File: src/sea_pkg.sv
// Overview of operation
// - fields: deref, index, function, page, offset
// - page bit picks current sector (counter-relative in relative modes) or zero
// - basic format zero-extends the nine-bit offset
// - small mode preindexes; larger modes postindex except in basic format
// - sector-relative joins counter sector and offset
// - clear top two, one or no address bits (small, large, full mode)
// - relative offset is signed, added to counter
// - both high offset bits one means code
// - indirect address 14, 15 or 16 bits
// - full mode allows one indirection level only
// - index added, then truncated to mode width
// - sector is 512 words, numbered from bit nine up
package sea_pkg;

    typedef enum logic [1:0] {
        SEA_SMALL_SECTORED = 2'b00,
        SEA_LARGE_SECTORED = 2'b01,
        SEA_RELATIVE_LARGE = 2'b10,
        SEA_RELATIVE_FULL = 2'b11
    } sea_mode_t;

    typedef enum logic [0:0] {
        SEA_ST_IDLE = 1'b0,
        SEA_ST_FETCH = 1'b1
    } sea_state_t;

    localparam int SEA_WORD_W = 16;
    localparam int SEA_OFFSET_W = 9;
    localparam int SEA_FUNC_W = 4;
    localparam int SEA_SECTOR_W = SEA_WORD_W - SEA_OFFSET_W;

    localparam int SEA_DEREF_POS = 15;
    localparam int SEA_OFFADD_POS = 14;
    localparam int SEA_FUNC_LSB = 10;
    localparam int SEA_PAGE_POS = 9;
    localparam int SEA_OFFSET_LSB = 0;
    localparam int SEA_CHAIN_POS = 15;

    localparam logic [15:0] SEA_MASK_SMALL = 16'h3FFF;
    localparam logic [15:0] SEA_MASK_LARGE = 16'h7FFF;
    localparam logic [15:0] SEA_MASK_FULL = 16'hFFFF;
    localparam logic [15:0] SEA_ZERO_WORD = 16'h0000;

    localparam logic [1:0] SEA_CODE_PREFIX = 2'h3;
    localparam logic signed [9:0] SEA_REL_MIN = -10'sd240;

    function automatic logic [15:0] sea_mask(input sea_mode_t m);
        logic [15:0] r;
        r = SEA_MASK_FULL;
        unique case (m)
            SEA_SMALL_SECTORED: r = SEA_MASK_SMALL;
            SEA_LARGE_SECTORED: r = SEA_MASK_LARGE;
            SEA_RELATIVE_LARGE: r = SEA_MASK_LARGE;
            SEA_RELATIVE_FULL: r = SEA_MASK_FULL;
        endcase
        return r;
    endfunction

    function automatic logic sea_is_relative(input sea_mode_t m);
        return m == SEA_RELATIVE_LARGE || m == SEA_RELATIVE_FULL;
    endfunction

endpackage

File: src/sea_field_decode.sv
`timescale 1ns/1ps
`default_nettype none
module sea_field_decode
    import sea_pkg::*;
(
    // instruction word
    input wire logic [15:0] instr,
    // decoded fields
    output logic deref_flag,
    output logic offset_add_flag,
    output logic [3:0] function_code,
    output logic page_bit,
    output logic [8:0] local_offset
);
    // bit 1 of the word is the msb
    assign deref_flag = instr[SEA_DEREF_POS];
    assign offset_add_flag = instr[SEA_OFFADD_POS];
    assign function_code = instr[SEA_FUNC_LSB +: SEA_FUNC_W];
    assign page_bit = instr[SEA_PAGE_POS];
    assign local_offset = instr[SEA_OFFSET_LSB +: SEA_OFFSET_W];
endmodule // sea_field_decode
`default_nettype wire

File: src/sea_direct_form.sv
`timescale 1ns/1ps
`default_nettype none
module sea_direct_form
    import sea_pkg::*;
(
    // mode and fields
    input wire sea_mode_t mode,
    input wire logic page_bit,
    input wire logic [8:0] local_offset,
    input wire logic [15:0] next_instr_count,
    // formed address before indexing
    output logic [15:0] base_addr,
    output logic pre_index,
    output logic ext_code
);
    logic signed [9:0] sdisp;
    logic [15:0] sext;
    logic [15:0] sector_addr;

    assign sdisp = {local_offset[8], local_offset};
    assign sext = {{7{local_offset[8]}}, local_offset};
    // counter supplies the sector above the 512-word location
    assign sector_addr = {next_instr_count[15:SEA_OFFSET_W], local_offset};

    always_comb begin
        base_addr = SEA_ZERO_WORD;
        ext_code = 1'b0;
        if (!page_bit) begin
            base_addr = {{SEA_SECTOR_W{1'b0}}, local_offset};
        end else if (sea_is_relative(mode)) begin
            if (local_offset[8:7] == SEA_CODE_PREFIX) begin
                ext_code = 1'b1;
            end else if (sdisp < SEA_REL_MIN) begin
                ext_code = 1'b1;
            end else begin
                base_addr = 16'(next_instr_count + sext);
            end
        end else begin
            base_addr = sector_addr;
        end
    end

    // small mode indexes first; larger modes only in basic format
    assign pre_index = (mode == SEA_SMALL_SECTORED) || !page_bit;
endmodule // sea_direct_form
`default_nettype wire

File: src/sea_effective_address.sv
`timescale 1ns/1ps
`default_nettype none
module sea_effective_address
    import sea_pkg::*;
(
    // clock and reset
    input wire logic core_clk,
    input wire logic rst_n,
    // request from instruction fetch
    input wire logic start,
    input wire logic [15:0] instr,
    input wire logic [15:0] next_instr_count,
    input wire logic [15:0] index_reg,
    input wire sea_mode_t mode,
    output logic busy,
    // indirect word reads
    output logic mem_req,
    output logic [15:0] mem_addr,
    input wire logic mem_ack,
    input wire logic [15:0] mem_rdata,
    // result
    output logic ea_valid,
    output logic [15:0] ea,
    output logic [3:0] ea_function,
    output logic ext_valid,
    output logic [8:0] ext_field,
    output logic [3:0] indirect_levels
);
    logic deref_flag;
    logic offset_add_flag;
    logic [3:0] function_code;
    logic page_bit;
    logic [8:0] local_offset;
    logic [15:0] base_addr;
    logic pre_index;
    logic ext_code;

    sea_field_decode u_decode (
        .instr(instr),
        .deref_flag(deref_flag),
        .offset_add_flag(offset_add_flag),
        .function_code(function_code),
        .page_bit(page_bit),
        .local_offset(local_offset)
    );

    sea_direct_form u_form (
        .mode(mode),
        .page_bit(page_bit),
        .local_offset(local_offset),
        .next_instr_count(next_instr_count),
        .base_addr(base_addr),
        .pre_index(pre_index),
        .ext_code(ext_code)
    );

    // working state
    sea_state_t state;
    sea_state_t next_state;
    sea_mode_t cur_mode;
    sea_mode_t next_cur_mode;
    logic post_add;
    logic next_post_add;
    logic [15:0] held_index;
    logic [15:0] next_held_index;
    logic [15:0] mem_addr_q;
    logic [15:0] next_mem_addr_q;
    // result registers
    logic ea_valid_q;
    logic next_ea_valid_q;
    logic [15:0] ea_q;
    logic [15:0] next_ea_q;
    logic [3:0] func_q;
    logic [3:0] next_func_q;
    logic ext_valid_q;
    logic next_ext_valid_q;
    logic [8:0] ext_q;
    logic [8:0] next_ext_q;
    logic [3:0] levels_q;
    logic [3:0] next_levels_q;

    logic [15:0] mask_req;
    logic [15:0] mask_cur;
    logic [15:0] first_addr;
    logic add_now;
    logic [15:0] ptr;
    logic chain;

    assign mask_req = sea_mask(mode);
    assign mask_cur = sea_mask(cur_mode);

    // index goes in before any indirection when not postindexing
    assign add_now = offset_add_flag && (!deref_flag || pre_index);
    // sum then truncate; upper bits cleared to the mode width
    assign first_addr = 16'(base_addr + (add_now ? index_reg : SEA_ZERO_WORD))
        & mask_req;

    // indirect word gives an address of the mode width
    assign ptr = mem_rdata & mask_cur;
    // full mode: the whole word is address, no further level
    assign chain = (cur_mode != SEA_RELATIVE_FULL)
        && mem_rdata[SEA_CHAIN_POS];

    always_comb begin
        next_state = state;
        next_cur_mode = cur_mode;
        next_post_add = post_add;
        next_held_index = held_index;
        next_mem_addr_q = mem_addr_q;
        next_ea_valid_q = 1'b0;
        next_ea_q = ea_q;
        next_func_q = func_q;
        next_ext_valid_q = 1'b0;
        next_ext_q = ext_q;
        next_levels_q = levels_q;
        unique case (state)
            SEA_ST_IDLE: begin
                if (start) begin
                    next_func_q = function_code;
                    next_cur_mode = mode;
                    next_held_index = index_reg;
                    next_levels_q = 4'h0;
                    if (ext_code) begin
                        next_ext_valid_q = 1'b1;
                        next_ext_q = local_offset;
                    end else if (deref_flag) begin
                        next_state = SEA_ST_FETCH;
                        next_mem_addr_q = first_addr;
                        next_post_add = offset_add_flag && !pre_index;
                    end else begin
                        next_ea_valid_q = 1'b1;
                        next_ea_q = first_addr;
                    end
                end
            end
            SEA_ST_FETCH: begin
                if (mem_ack) begin
                    next_levels_q = 4'(levels_q + 4'h1);
                    if (chain) begin
                        next_mem_addr_q = ptr;
                    end else begin
                        next_state = SEA_ST_IDLE;
                        next_ea_valid_q = 1'b1;
                        next_ea_q = 16'(ptr + (post_add ? held_index
                            : SEA_ZERO_WORD)) & mask_cur;
                    end
                end
            end
        endcase
    end

    always_ff @(posedge core_clk or negedge rst_n) begin
        if (!rst_n) begin
            state <= SEA_ST_IDLE;
            cur_mode <= SEA_SMALL_SECTORED;
            post_add <= 1'b0;
            held_index <= SEA_ZERO_WORD;
            mem_addr_q <= SEA_ZERO_WORD;
            ea_valid_q <= 1'b0;
            ea_q <= SEA_ZERO_WORD;
            func_q <= 4'h0;
            ext_valid_q <= 1'b0;
            ext_q <= 9'h000;
            levels_q <= 4'h0;
        end else begin
            state <= next_state;
            cur_mode <= next_cur_mode;
            post_add <= next_post_add;
            held_index <= next_held_index;
            mem_addr_q <= next_mem_addr_q;
            ea_valid_q <= next_ea_valid_q;
            ea_q <= next_ea_q;
            func_q <= next_func_q;
            ext_valid_q <= next_ext_valid_q;
            ext_q <= next_ext_q;
            levels_q <= next_levels_q;
        end
    end

    assign busy = (state != SEA_ST_IDLE);
    assign mem_req = (state == SEA_ST_FETCH);
    assign mem_addr = mem_addr_q;
    assign ea_valid = ea_valid_q;
    assign ea = ea_q;
    assign ea_function = func_q;
    assign ext_valid = ext_valid_q;
    assign ext_field = ext_q;
    assign indirect_levels = levels_q;
endmodule // sea_effective_address
`default_nettype wire

File: config.mk
export PLATFORM = sky130hd
export DESIGN_NAME = sea_effective_address
export DESIGN_NICKNAME = d
export VERILOG_FILES = /design/src/sea_pkg.sv /design/src/sea_field_decode.sv /design/src/sea_direct_form.sv /design/src/sea_effective_address.sv
export SDC_FILE = /design/constraint.sdc
export NUM_CORES = 1
export LEC_CHECK = 0
export BUFFER_PORTS_ARGS = -buffer_cell sky130_fd_sc_hd__buf_2
export CAP_MARGIN = 10
export CORE_AREA = 5 5 111 103
export DETAILED_ROUTE_END_ITERATION = 6
export DIE_AREA = 0 0 116 108
export GPL_ROUTABILITY_DRIVEN = 0
export PLACE_DENSITY = 0.92
export SYNTH_ARGS = -nofsm -noshare
export SYNTH_HDL_FRONTEND = slang
export SYNTH_HIERARCHICAL = 1
export SYNTH_SLANG_ARGS = --single-unit
File: constraint.sdc
create_clock -name core_clk -period 4.4 [get_ports core_clk]
set_input_delay 0 -clock core_clk [delete_from_list [all_inputs] [get_ports core_clk]]
set_output_delay 0 -clock core_clk [all_outputs]
set_load 0.02 [all_outputs]
==> results.md, run 1 <==
* Outcome: finished with violations
* Failing checks: design-rule violations
* Slowest stage cell, crit path: dlygate4sd3_1
* Number of routed nets with antenna violations at 0
* Cts bufs inserted at 9
* Nets at 978
* Fillers at 713
* Multi-input logic area at 0.00383 sq mm
* Vias per cell at 6.15
* IO Pins at 123
* Final Cycle Share at 85.5%
* Leakage at 3.56 nW
* Distinct cell type count after synthesis at 70
* RSZ-0062 raised after global routing: false
* Relative slew slack at 28.2%
* Seq/Total Area, Yosys at 30.0%
* Max-slew violations at 0
* First-pass GRT wire length at 28400 um
* Post-Route Setup TNS at 0 ns
* Worst vdd ir at 359 uV
* Post-Syn Nets at 847
* H-tree Lvls at 3
* Top cell type's share of synthesized area at 30.0%
* Critical Path, Cell by Cell: dlygate4sd3_1 > buf_2 > ha_1 > inv_1 > fa_1 > nor2b_4 > o21a_4 > o21ai_4 > a21oi_1 > or3_1 > a32o_1 > ha_1 > a21oi_1 > o21ai_0 > a31oi_1 > o21ai_1 > xnor2_1 > o41ai_2
* Largest net degree at the start of global routing at 72
* Fmax at 266 MHz
* Setup bufs post-CTS at 0
* Area leader, netlist: dfrtp_1
* Share of layout cells above drive strength 1 at 20.1%
* Pwr Density at 507 mW/mm^2
* Crit path required time at 4.63 ns
* Reg-to-Reg Start: post_add$_DFFE_PN0P_
* Synth-to-layout area growth at 21.1%
* Flops & latches, synth at 71
* Top cells by area, synth: dfrtp_1, ha_1, nand2_1
* Initial Util at 58.9%
* Final Skew at 0.00771 ns
* Post-synth EDFFs at 0
* Synth warn at 6
* Commonest non-fill, non-tap cells in the layout: nand2_1, buf_2, dfrtp_1, a21oi_1, ha_1
* Uppermost layer routed: met4
* Hold Crit Start: mem_rdata[2]
* Port buffer count at 122
* TritonCTS clock tree: built
* Initial antenna violation count at 0
* Synthesized area at 0.00593 sq mm
* Crit path max fanout at 6
* Detail Route met2 WL at 8140 um
* Critical Path Max Stage Delay at 0.52 ns
* Routed len/inst at 18.1 um
* TritonCTS Sinks at 71
* DIE AREA at 0.0125 sq mm
* Buf/Inv on CP at 3
* Detailed-route DRC error count at 18
* Post-synth ARST share at 100%
* Setup crit start: instr[0]
* Mapped Cells at 728
* Clk slew on worst S/H paths at 0.06 ns
* Endpoints failing hold at 0
* Reg area at 0.00178 sq mm
* Mapped Avg Cell Area at 8.14 sq um
* Setup CP Type: in -> reg
* Clock root buffer: clkbuf_16
* Startpoint Class: primary input
* Tot GR Track Use at 28.7%
* Min-Delay Path Class: in -> reg
* M1 wire length at 7070 um
* Vias in the first global route at 5785
* Worst-margin pin slew at 1.08 ns
* DR pass1 iterations at 7
* Worst EP arrival at 3.99 ns
* Drt total wl at 18000 um
* Primary FF master, synth: dfrtp_1
* Utilization after layout at 71.3%
* Max clock buf depth at 2
* Std-Cell Rows at 35
* Flop2flop setup slack at 1.49 ns
* Die extent in x at 116 um
* CP endpoint kind: flop
* Core Area at 0.0101 sq mm
* Crit path max-delay family: compound AO/OA/AOI/OAI gates
* Later-pin clock latency in the skew report at 0.34 ns
* Max-Cap Viols at 0
* Final worst path period need at 3.76 ns
* N_diodes at 0
* Total grt overflow at 0
* Met3 WL at 2050 um
* Commonest non-fill, non-tap cell in the layout: nand2_1
* DP HPWL at 12900 um
* DR vias at 6105
* # setup viols final at 0
* Initial DRC Count at 893
* Die Ht at 108 um
[final cells by class]
| cell class | instances | area share, % |
|---|---|---|
| clock inverter | 6 | 0.976 |
| tap | 129 | 2.25 |
| timing repair buffer | 164 | 14.2 |
| clock buffer | 10 | 3.19 |
| sequential | 71 | 24.8 |
| inverter | 23 | 1.20 |
| multi-input combinational | 590 | 53.4 |
[repair_timing]
action	in CTS	in global routing
resized for setup	0	0
hold endpoints to repair	107	0
endpoints found under the setup margin	0	0
hold buffers	37	0
[cells in the mapped netlist, types with 4 or more instances]
cell / count
nand3_1: 15
and3_1: 6
xor2_1: 14
dfrtp_1: 71
nand4_1: 6
mux2_2: 10
nor2b_1: 11
clkbuf_1: 18
xnor2_1: 20
o31ai_1: 4
o21bai_1: 6
buf_4: 17
o211ai_1: 8
a21o_1: 13
a31oi_1: 5
nand2_1: 143
o21ai_0: 31
nor3_1: 5
nor2_1: 36
and2_1: 33
a211oi_1: 7
inv_1: 22
a21oi_1: 61
ha_1: 46
mux2i_1: 11
or3_1: 7
buf_2: 7
o21ai_1: 22
o21a_1: 5
nand2b_1: 9
[flip-flops by register name, indices dropped and copies added, names as in the netlist]
register         flops
busy                 1
cur_mode             2
ea                  16
ea_function          4
ea_valid             1
ext_field            9
ext_valid            1
held_index          16
indirect_levels      4
mem_addr            16
post_add             1
[layer usage]
metal,vias to the layer above,GRT usage [%]
met5,-,0
met4,0,12.8
met3,79,6.44
met2,423,45.4
met1,2782,37.6
li1,2821,-
[metrics by stage]
stage | hold slack (ns) | instances | setup WS (ns) | power [W] | cell area [sq um]
5_1_grt | 0.0280 | 993 | 0.493 | 0.00385 | 7180
3_5_place_dp | 0.193 | 940 | 0.971 | 0.00281 | 6510
6_report | 0.0133 | 993 | 0.639 | 0.00364 | 7180
4_1_cts | 0.00874 | 993 | 0.768 | 0.00359 | 7180
3_3_place_gp | 0.189 | 940 | 1.15 | 0.00276 | 6510
2_1_floorplan | -0.296 | 728 | 1.34 | 0.00228 | 5930
[worst min-delay path: stages]
cell and delay [ns]:
buf_2 0.10, mux2i_1 0.07, o21ai_0 0.13
[cell families after synthesis]
| kind of cell | Yosys count | synth area share, % |
|---|---|---|
| AO/OA/AOI/OAI | 202 | 22.6 |
| flip-flops | 71 | 30.0 |
| AND/OR/NAND/NOR | 283 | 22.3 |
| adder cells (fa/ha/maj) | 50 | 10.9 |
| multiplexers | 21 | 3.76 |
| XOR/XNOR | 34 | 5.02 |
| buffers and inverters | 67 | 5.49 |
[where the power goes]
part / switching [W] / internal (W) / leakage [nW]
logic: 0.00110 / 0.000642 / 2.54
clock network: 0.000302 / 0.000442 / 0.135
registers: 0.000209 / 0.000944 / 0.885
total: 0.00161 / 0.00203 / 3.56
[path summary, 6_finish.rpt]
kind | endpoint | cells after the start
max in group asynchronous | ext_field[6]$_DFFE_PN0P_ | 2
min reg2reg | held_index[0]$_DFFE_PN0P_ | 2
min in group asynchronous | mem_addr[5]$_DFFE_PN0P_ | 2
max reg2reg | ea[12]$_DFFE_PN0P_ | 10
min | mem_addr[2]$_DFFE_PN0P_ | 3
max | mem_addr[15]$_DFFE_PN0P_ | 18
Power figures use the tool's default switching activity.
==> run 2: changes to the inputs <==
BUFFER_PORTS_ARGS = unset   (was -buffer_cell sky130_fd_sc_hd__buf_2)
CAP_MARGIN = unset   (was 10)
DONT_BUFFER_PORTS = 1   (was unset)
PLACE_DENSITY = 0.81   (was 0.92)
==> run 2 against run 1 <==
  * The flow now finishes without violations
  * Non-clock buffer count down 108
  * Design area down 5.9%
  * First-iteration DRC count down 26%
  * Maximum frequency up 12%
  * Clock power up 12%
  * Largest cell class unchanged
  * Largest power group is now sequential cells
==> results.md, run 2 (same netlist as run 1, synthesis figures left out) <==
* Pre-CTS setup slack at 1.14 ns (+0.165 ns)
* Die Ht at 108 um (unchanged)
* Die extent in x at 116 um (unchanged)
* Startpoint Class: primary input
* Worst vdd ir at 326 uV (-9.2%)
* Final Cycle Share at 76.6% (-8.9 points)
* Endpoints failing hold at 0 (unchanged)
* Core Area at 0.0101 sq mm (unchanged)
* Final worst path period need at 3.37 ns (-0.391 ns)
* IO Pins at 123 (unchanged)
* Fin area at 0.00675 sq mm (-5.9%)
* Reg area at 0.00178 sq mm (about the same)
* Relative slew slack at 28.8% (+0.56 points)
* Vias per cell at 6.32 (+2.7%)
* TritonCTS Sinks at 71 (unchanged)
* Reg2reg path depth at 10 (unchanged)
* Worst EP arrival at 3.58 ns (-0.41 ns)
* Critical Path, Cell by Cell: dlygate4sd3_1 > o21ai_0 > inv_1 > a21boi_1 > and2_1 > ha_1 > a211oi_2 > o21ai_1 > a31oi_1 > o2bb2ai_1 > mux2i_1 > o211ai_1
* DR vias at 5589 (-8.5%)
* Placement Cell Area at 0.00589 sq mm (-9.5%)
* Total grt overflow at 0 (unchanged)
* Later-pin clock latency in the skew report at 0.35 ns (about the same)
* Flop2flop setup slack at 1.69 ns (+0.20 ns)
* Vias in the first global route at 5617 (-2.9%)
* Initial DRC Count at 663 (-26%)
* Max clock buf depth at 2 (unchanged)
* DR pass1 iterations at 5 (-2)
* Commonest non-fill, non-tap cells in the layout: nand2_1, dfrtp_1, a21oi_1, dlygate4sd3_1, ha_1
* Pwr Density at 514 mW/mm^2 (+1.5%)
* Std-Cell Rows at 35 (unchanged)
* DP HPWL at 12100 um (-5.9%)
* Setup bufs post-CTS at 0 (unchanged)
* # setup viols final at 0 (unchanged)
* Max-Cap Viols at 0 (unchanged)
* Post-Route Setup TNS at 0 ns (unchanged)
* Clk slew on worst S/H paths at 0.06 ns (about the same)
* Leakage at 3.13 nW (-12%)
* Commonest non-fill, non-tap cell in the layout: nand2_1
* Detailed-route DRC error count at 0 (-18)
* Synth-to-layout area growth at 13.9%
* Design Power at 0.00347 W (-4.5%)
* Slowest stage cell, crit path: a21boi_1
* First-pass GRT wire length at 27700 um (-2.1%)
* Min-Delay Path Class: in -> reg
* Clock root buffer: clkbuf_16
* Final Skew at 0.00954 ns (+0.00183 ns)
* Nets at 870 (-11%)
* Utilization after layout at 67.1% (-4.2 points)
* Hold Crit Start: mem_rdata[0]
* Crit path required time at 4.61 ns (-0.02 ns)
* Setup crit start: mode[1]
* Multi-input logic area at 0.00383 sq mm (unchanged)
* Share of layout cells above drive strength 1 at 7.14% (-13 points)
* DIE AREA at 0.0125 sq mm (unchanged)
* Port buffer count at 0 (-100%)
* Setup CP Type: in -> reg
* Crit path max fanout at 16 (+10)
* Reg-to-Reg Start: post_add$_DFFE_PN0P_
* Routed len/inst at 19.6 um (+8.3%)
* Fillers at 805 (+13%)
* Fmax at 297 MHz (+12%)
* Tot GR Track Use at 27.8% (-0.91 points)
* RR Endpoint: ea[12]$_DFFE_PN0P_
* RSZ-0062 raised after global routing: false
* H-tree Lvls at 3 (unchanged)
* Max-slew violations at 0 (unchanged)
* Largest net degree at the start of global routing at 72 (unchanged)
* Initial antenna violation count at 0 (unchanged)
* PostCTS Resize Cnt at 0 (unchanged)
* Hold Path Depth at 3 (unchanged)
* Post-CTS Hold Fix Bufs at 52 (+41%)
* Outcome: finished clean
* Number of routed nets with antenna violations at 0 (unchanged)
* Critical Path Max Stage Delay at 0.74 ns (+0.22 ns)
* Worst-margin pin slew at 1.07 ns (-0.00844 ns)
* Cts bufs inserted at 9 (unchanged)
* Drt total wl at 17400 um (-3.5%)
* CP endpoint kind: flop
* N_diodes at 0 (unchanged)
* Initial Util at 58.9% (unchanged)
* Setup ws final at 1.03 ns (+0.391 ns)
* WHS Endpoint: ea[0]$_DFFE_PN0P_
* TritonCTS clock tree: built
[run 2: metal layers]
metal  up-vias  global-route usage [%]  part of all wire, %
met1      2625                    35.1                   40
met2       306                    46.2                   47
met3        67                    6.72                  9.2
li1       2591                       -                    -
met4         0                    10.2                  4.0
met5         -                       0                    0
[run 2: how the worst max path moves through the flow]
| stage | endpoint | slack, ns |
|---|---|---|
| floorplan | ea[12]$_DFFE_PN0P_ | 1.34 |
| global placement | ea[13]$_DFFE_PN0P_ | 1.24 |
| detailed placement | mem_addr[11]$_DFFE_PN0P_ | 1.14 |
| CTS | ea[13]$_DFFE_PN0P_ | 1.10 |
| global route | ea[13]$_DFFE_PN0P_ | 0.89 |
| finish | ea[13]$_DFFE_PN0P_ | 1.03 |
[run 2: critical path, delay by kind of cell]
family | cells | cell delay [ns]
buffers and inverters | 2 | 0.67
AO/OA/AOI/OAI | 7 | 2.03
adder cells (fa/ha/maj) | 1 | 0.26
multiplexers | 1 | 0.34
AND/OR/NAND/NOR | 1 | 0.28
[run 2: report_power, final]
group | leakage, nW | total (W) | switching [W] | internal (W)
registers | 0.884 | 0.00149 | 0.000545 | 0.000941
logic | 2.09 | 0.00115 | 0.000660 | 0.000493
clock network | 0.157 | 0.000835 | 0.000330 | 0.000504
total | 3.13 | 0.00347 | 0.00154 | 0.00194
[run 2: layout make-up]
type / instances / area share, %
clock inverter: 7 / 1.52
clock buffer: 9 / 3.33
sequential: 71 / 26.3
inverter: 23 / 1.28
multi-input combinational: 590 / 56.7
timing repair buffer: 56 / 8.41
tap: 129 / 2.39
[run 2: stage by stage]
step                      hold WS (ns)  instances
after CTS                      0.00239        885
after floorplan                 -0.296        728
after global routing            0.0283        885
final                          0.00442        885
after detailed placement        -0.294        817
after global placement          -0.294        817
==> run 3: changes to the inputs <==
clock period = 3.1 ns   (was 4.4 ns; I/O delays follow)
==> run 3 against run 2 <==
  * Via count up 2.3%
  * Non-clock buffer count up 17
  * Clock-buffer cell count up 3
  * Critical path type unchanged
  * Power up 39%
  * Highest routed layer unchanged
  * Critical path depth up 5
  * First-iteration DRC count down 9.8%
==> results.md, run 3 (same netlist as run 1, synthesis figures left out) <==
* DIE AREA at 0.0125 sq mm (unchanged)
* Drt total wl at 17900 um (+3.1%)
* DR pass1 iterations at 6 (+1)
* Critical Path Max Stage Delay at 0.35 ns (-0.39 ns)
* Later-pin clock latency in the skew report at 0.35 ns (about the same)
* Worst vdd ir at 543 uV (+67%)
* Routed len/inst at 19.9 um (+1.2%)
* IO Pins at 123 (unchanged)
* Largest net degree at the start of global routing at 72 (unchanged)
* Worst-margin pin slew at 0.589 ns (-0.480 ns)
* N_diodes at 0 (unchanged)
* Commonest non-fill, non-tap cell in the layout: nand2_1
* First-pass GRT wire length at 28400 um (+2.5%)
* Layout Cells excl Fill at 902 (+1.9%)
* Max clock buf depth at 2 (unchanged)
* Vias in the first global route at 5833 (+3.8%)
* Clock root buffer: clkbuf_16
* Nets at 887 (+2.0%)
* Detailed-route DRC error count at 0 (unchanged)
* Placement Cell Area at 0.00601 sq mm (+2.0%)
* Design Power at 0.00484 W (+39%)
* Crit path max fanout at 5 (-11)
* WHS Endpoint: busy$_DFF_PN0_
* Std-Cell Rows at 35 (unchanged)
* Number of routed nets with antenna violations at 0 (unchanged)
* Cts bufs inserted at 9 (unchanged)
* Max-Cap Viols at 0 (unchanged)
* Port buffer count at 0 (unchanged)
* Pre-CTS setup slack at -0.176 ns (-1.31 ns)
* Critical Path, Cell by Cell: ha_1 > inv_1 > fa_1 > nor2b_4 > o21a_4 > o21ai_4 > a21oi_1 > or3_1 > a32o_1 > ha_1 > a21oi_2 > o21ai_0 > a31oi_1 > buf_4 > xnor2_1 > o21ai_1 > mux2_2
* Core Area at 0.0101 sq mm (unchanged)
* Initial Util at 58.9% (unchanged)
* Fin area at 0.00685 sq mm (+1.4%)
* CP endpoint kind: flop
* Final Skew at 0.00549 ns (-0.00405 ns)
* Pwr Density at 707 mW/mm^2 (+37%)
* Initial DRC Count at 598 (-9.8%)
* Share of layout cells above drive strength 1 at 9.31% (+2.2 points)
* Clk slew on worst S/H paths at 0.06 ns (about the same)
* Min-Delay Path Class: in -> reg
* Synth-to-layout area growth at 15.5%
* Initial antenna violation count at 0 (unchanged)
* Worst path most repeated cell: ha_1
* Setup CP Type: in -> reg
* Reg-to-Reg Start: post_add$_DFFE_PN0P_
* H-tree Lvls at 3 (unchanged)
* Commonest non-fill, non-tap cells in the layout: nand2_1, dfrtp_1, a21oi_1, dlygate4sd3_1, ha_1
* Vias per cell at 6.34 (+0.36%)
* Relative slew slack at 60.7% (+32 points)
* Startpoint Class: primary input
* TritonCTS Sinks at 71 (unchanged)
* Crit path required time at 3.33 ns (-1.28 ns)
* Hold Crit Start: instr[15]
* Flop2flop setup slack at 0.38 ns (-1.31 ns)
* DR vias at 5717 (+2.3%)
* Worst EP arrival at 3.15 ns (-0.43 ns)
* Endpoints failing hold at 0 (unchanged)
* Final Cycle Share at 94.2%
* Leakage at 3.19 nW (+1.9%)
* TritonCTS clock tree: built
* DP HPWL at 12700 um (+4.9%)
* Slowest stage cell, crit path: ha_1
* Die Ht at 108 um (unchanged)
* # setup viols final at 0 (unchanged)
* RR Endpoint: ea[12]$_DFFE_PN0P_
* Reg2reg path depth at 10 (unchanged)
* Hold Path Depth at 3 (unchanged)
* Setup ws final at 0.179 ns (-0.851 ns)
* Final worst path period need at 2.92 ns
* Placed insts at 833 (+2.0%)
* Tot GR Track Use at 28.9% (+1.2 points)
* Max-slew violations at 0 (unchanged)
* Utilization after layout at 68.0% (+0.93 points)
* Outcome: finished clean
* Fmax at 342 MHz
* Total grt overflow at 0 (unchanged)
* Die extent in x at 116 um (unchanged)
## run 3: through the flow
| stage | TNS, ns | hold WS (ns) |
|---|---|---|
| 6_report | 0 | 0.0300 |
| 5_1_grt | -0.0162 | 0.0495 |
| 4_1_cts | 0 | 0.0252 |
| 2_1_floorplan | 0 | -0.296 |
| 3_5_place_dp | -0.926 | -0.294 |
| 3_3_place_gp | -0.0695 | -0.294 |
## run 3: layout make-up
class	instances	area [sq um]
multi-input cells	590	3840
fillers	766	3220
flip-flops and latches	71	1780
repair buffers	73	696
clock buffers	12	256
well taps	129	161
inverters	23	86.3
clock inverters	4	28.8
## run 3: worst max-delay path by stage
stage,start,to,slack [ns],depth (start not counted)
after floorplan,instr[0],ea[12]$_DFFE_PN0P_,0.04,15
after global placement,next_instr_count[0],ea[14]$_DFFE_PN0P_,-0.05,16
after CTS,next_instr_count[0],ea[13]$_DFFE_PN0P_,0.17,16
final,next_instr_count[0],mem_addr[11]$_DFFE_PN0P_,0.18,17
after global routing,next_instr_count[0],mem_addr[11]$_DFFE_PN0P_,-0.01,17
after detailed placement,next_instr_count[0],ea[13]$_DFFE_PN0P_,-0.18,16
## run 3: what timing repair did
action | 4_1_cts | 5_1_grt
hold buffers | 52 | 0
setup buffers | 0 | 1
endpoints found under the setup margin | 0 | 7
endpoints found under the hold margin | 126 | 0
gates resized for setup | 0 | 3
## run 3: report_power, final
part | leakage [nW] | switching (W) | internal (W)
clock network | 0.135 | 0.000431 | 0.000587
logic | 2.17 | 0.00102 | 0.000732
registers | 0.884 | 0.000726 | 0.00134
## run 3: layer usage
| metal | part of all wire [%] | up-vias | wire length [um] | global-route usage, % |
|---|---|---|---|---|
| met5 | 0 | - | 0 | 0 |
| met4 | 4.3 | 0 | 771 | 12.4 |
| met3 | 9.1 | 80 | 1630 | 7.61 |
| met2 | 47 | 317 | 8510 | 48.3 |
| met1 | 39 | 2689 | 7010 | 35.2 |
| li1 | - | 2631 | - | - |
## run 3: worst max-delay path: cells and delay by family
family / cells / cell delay (ns)
muxes: 1 / 0.27
AOI/OAI and AO/OA: 8 / 1.33
adders and majority gates: 3 / 0.78
buffers and inverters: 2 / 0.25
and+or+nand+nor: 2 / 0.38
xor gates and xnor gates: 1 / 0.13
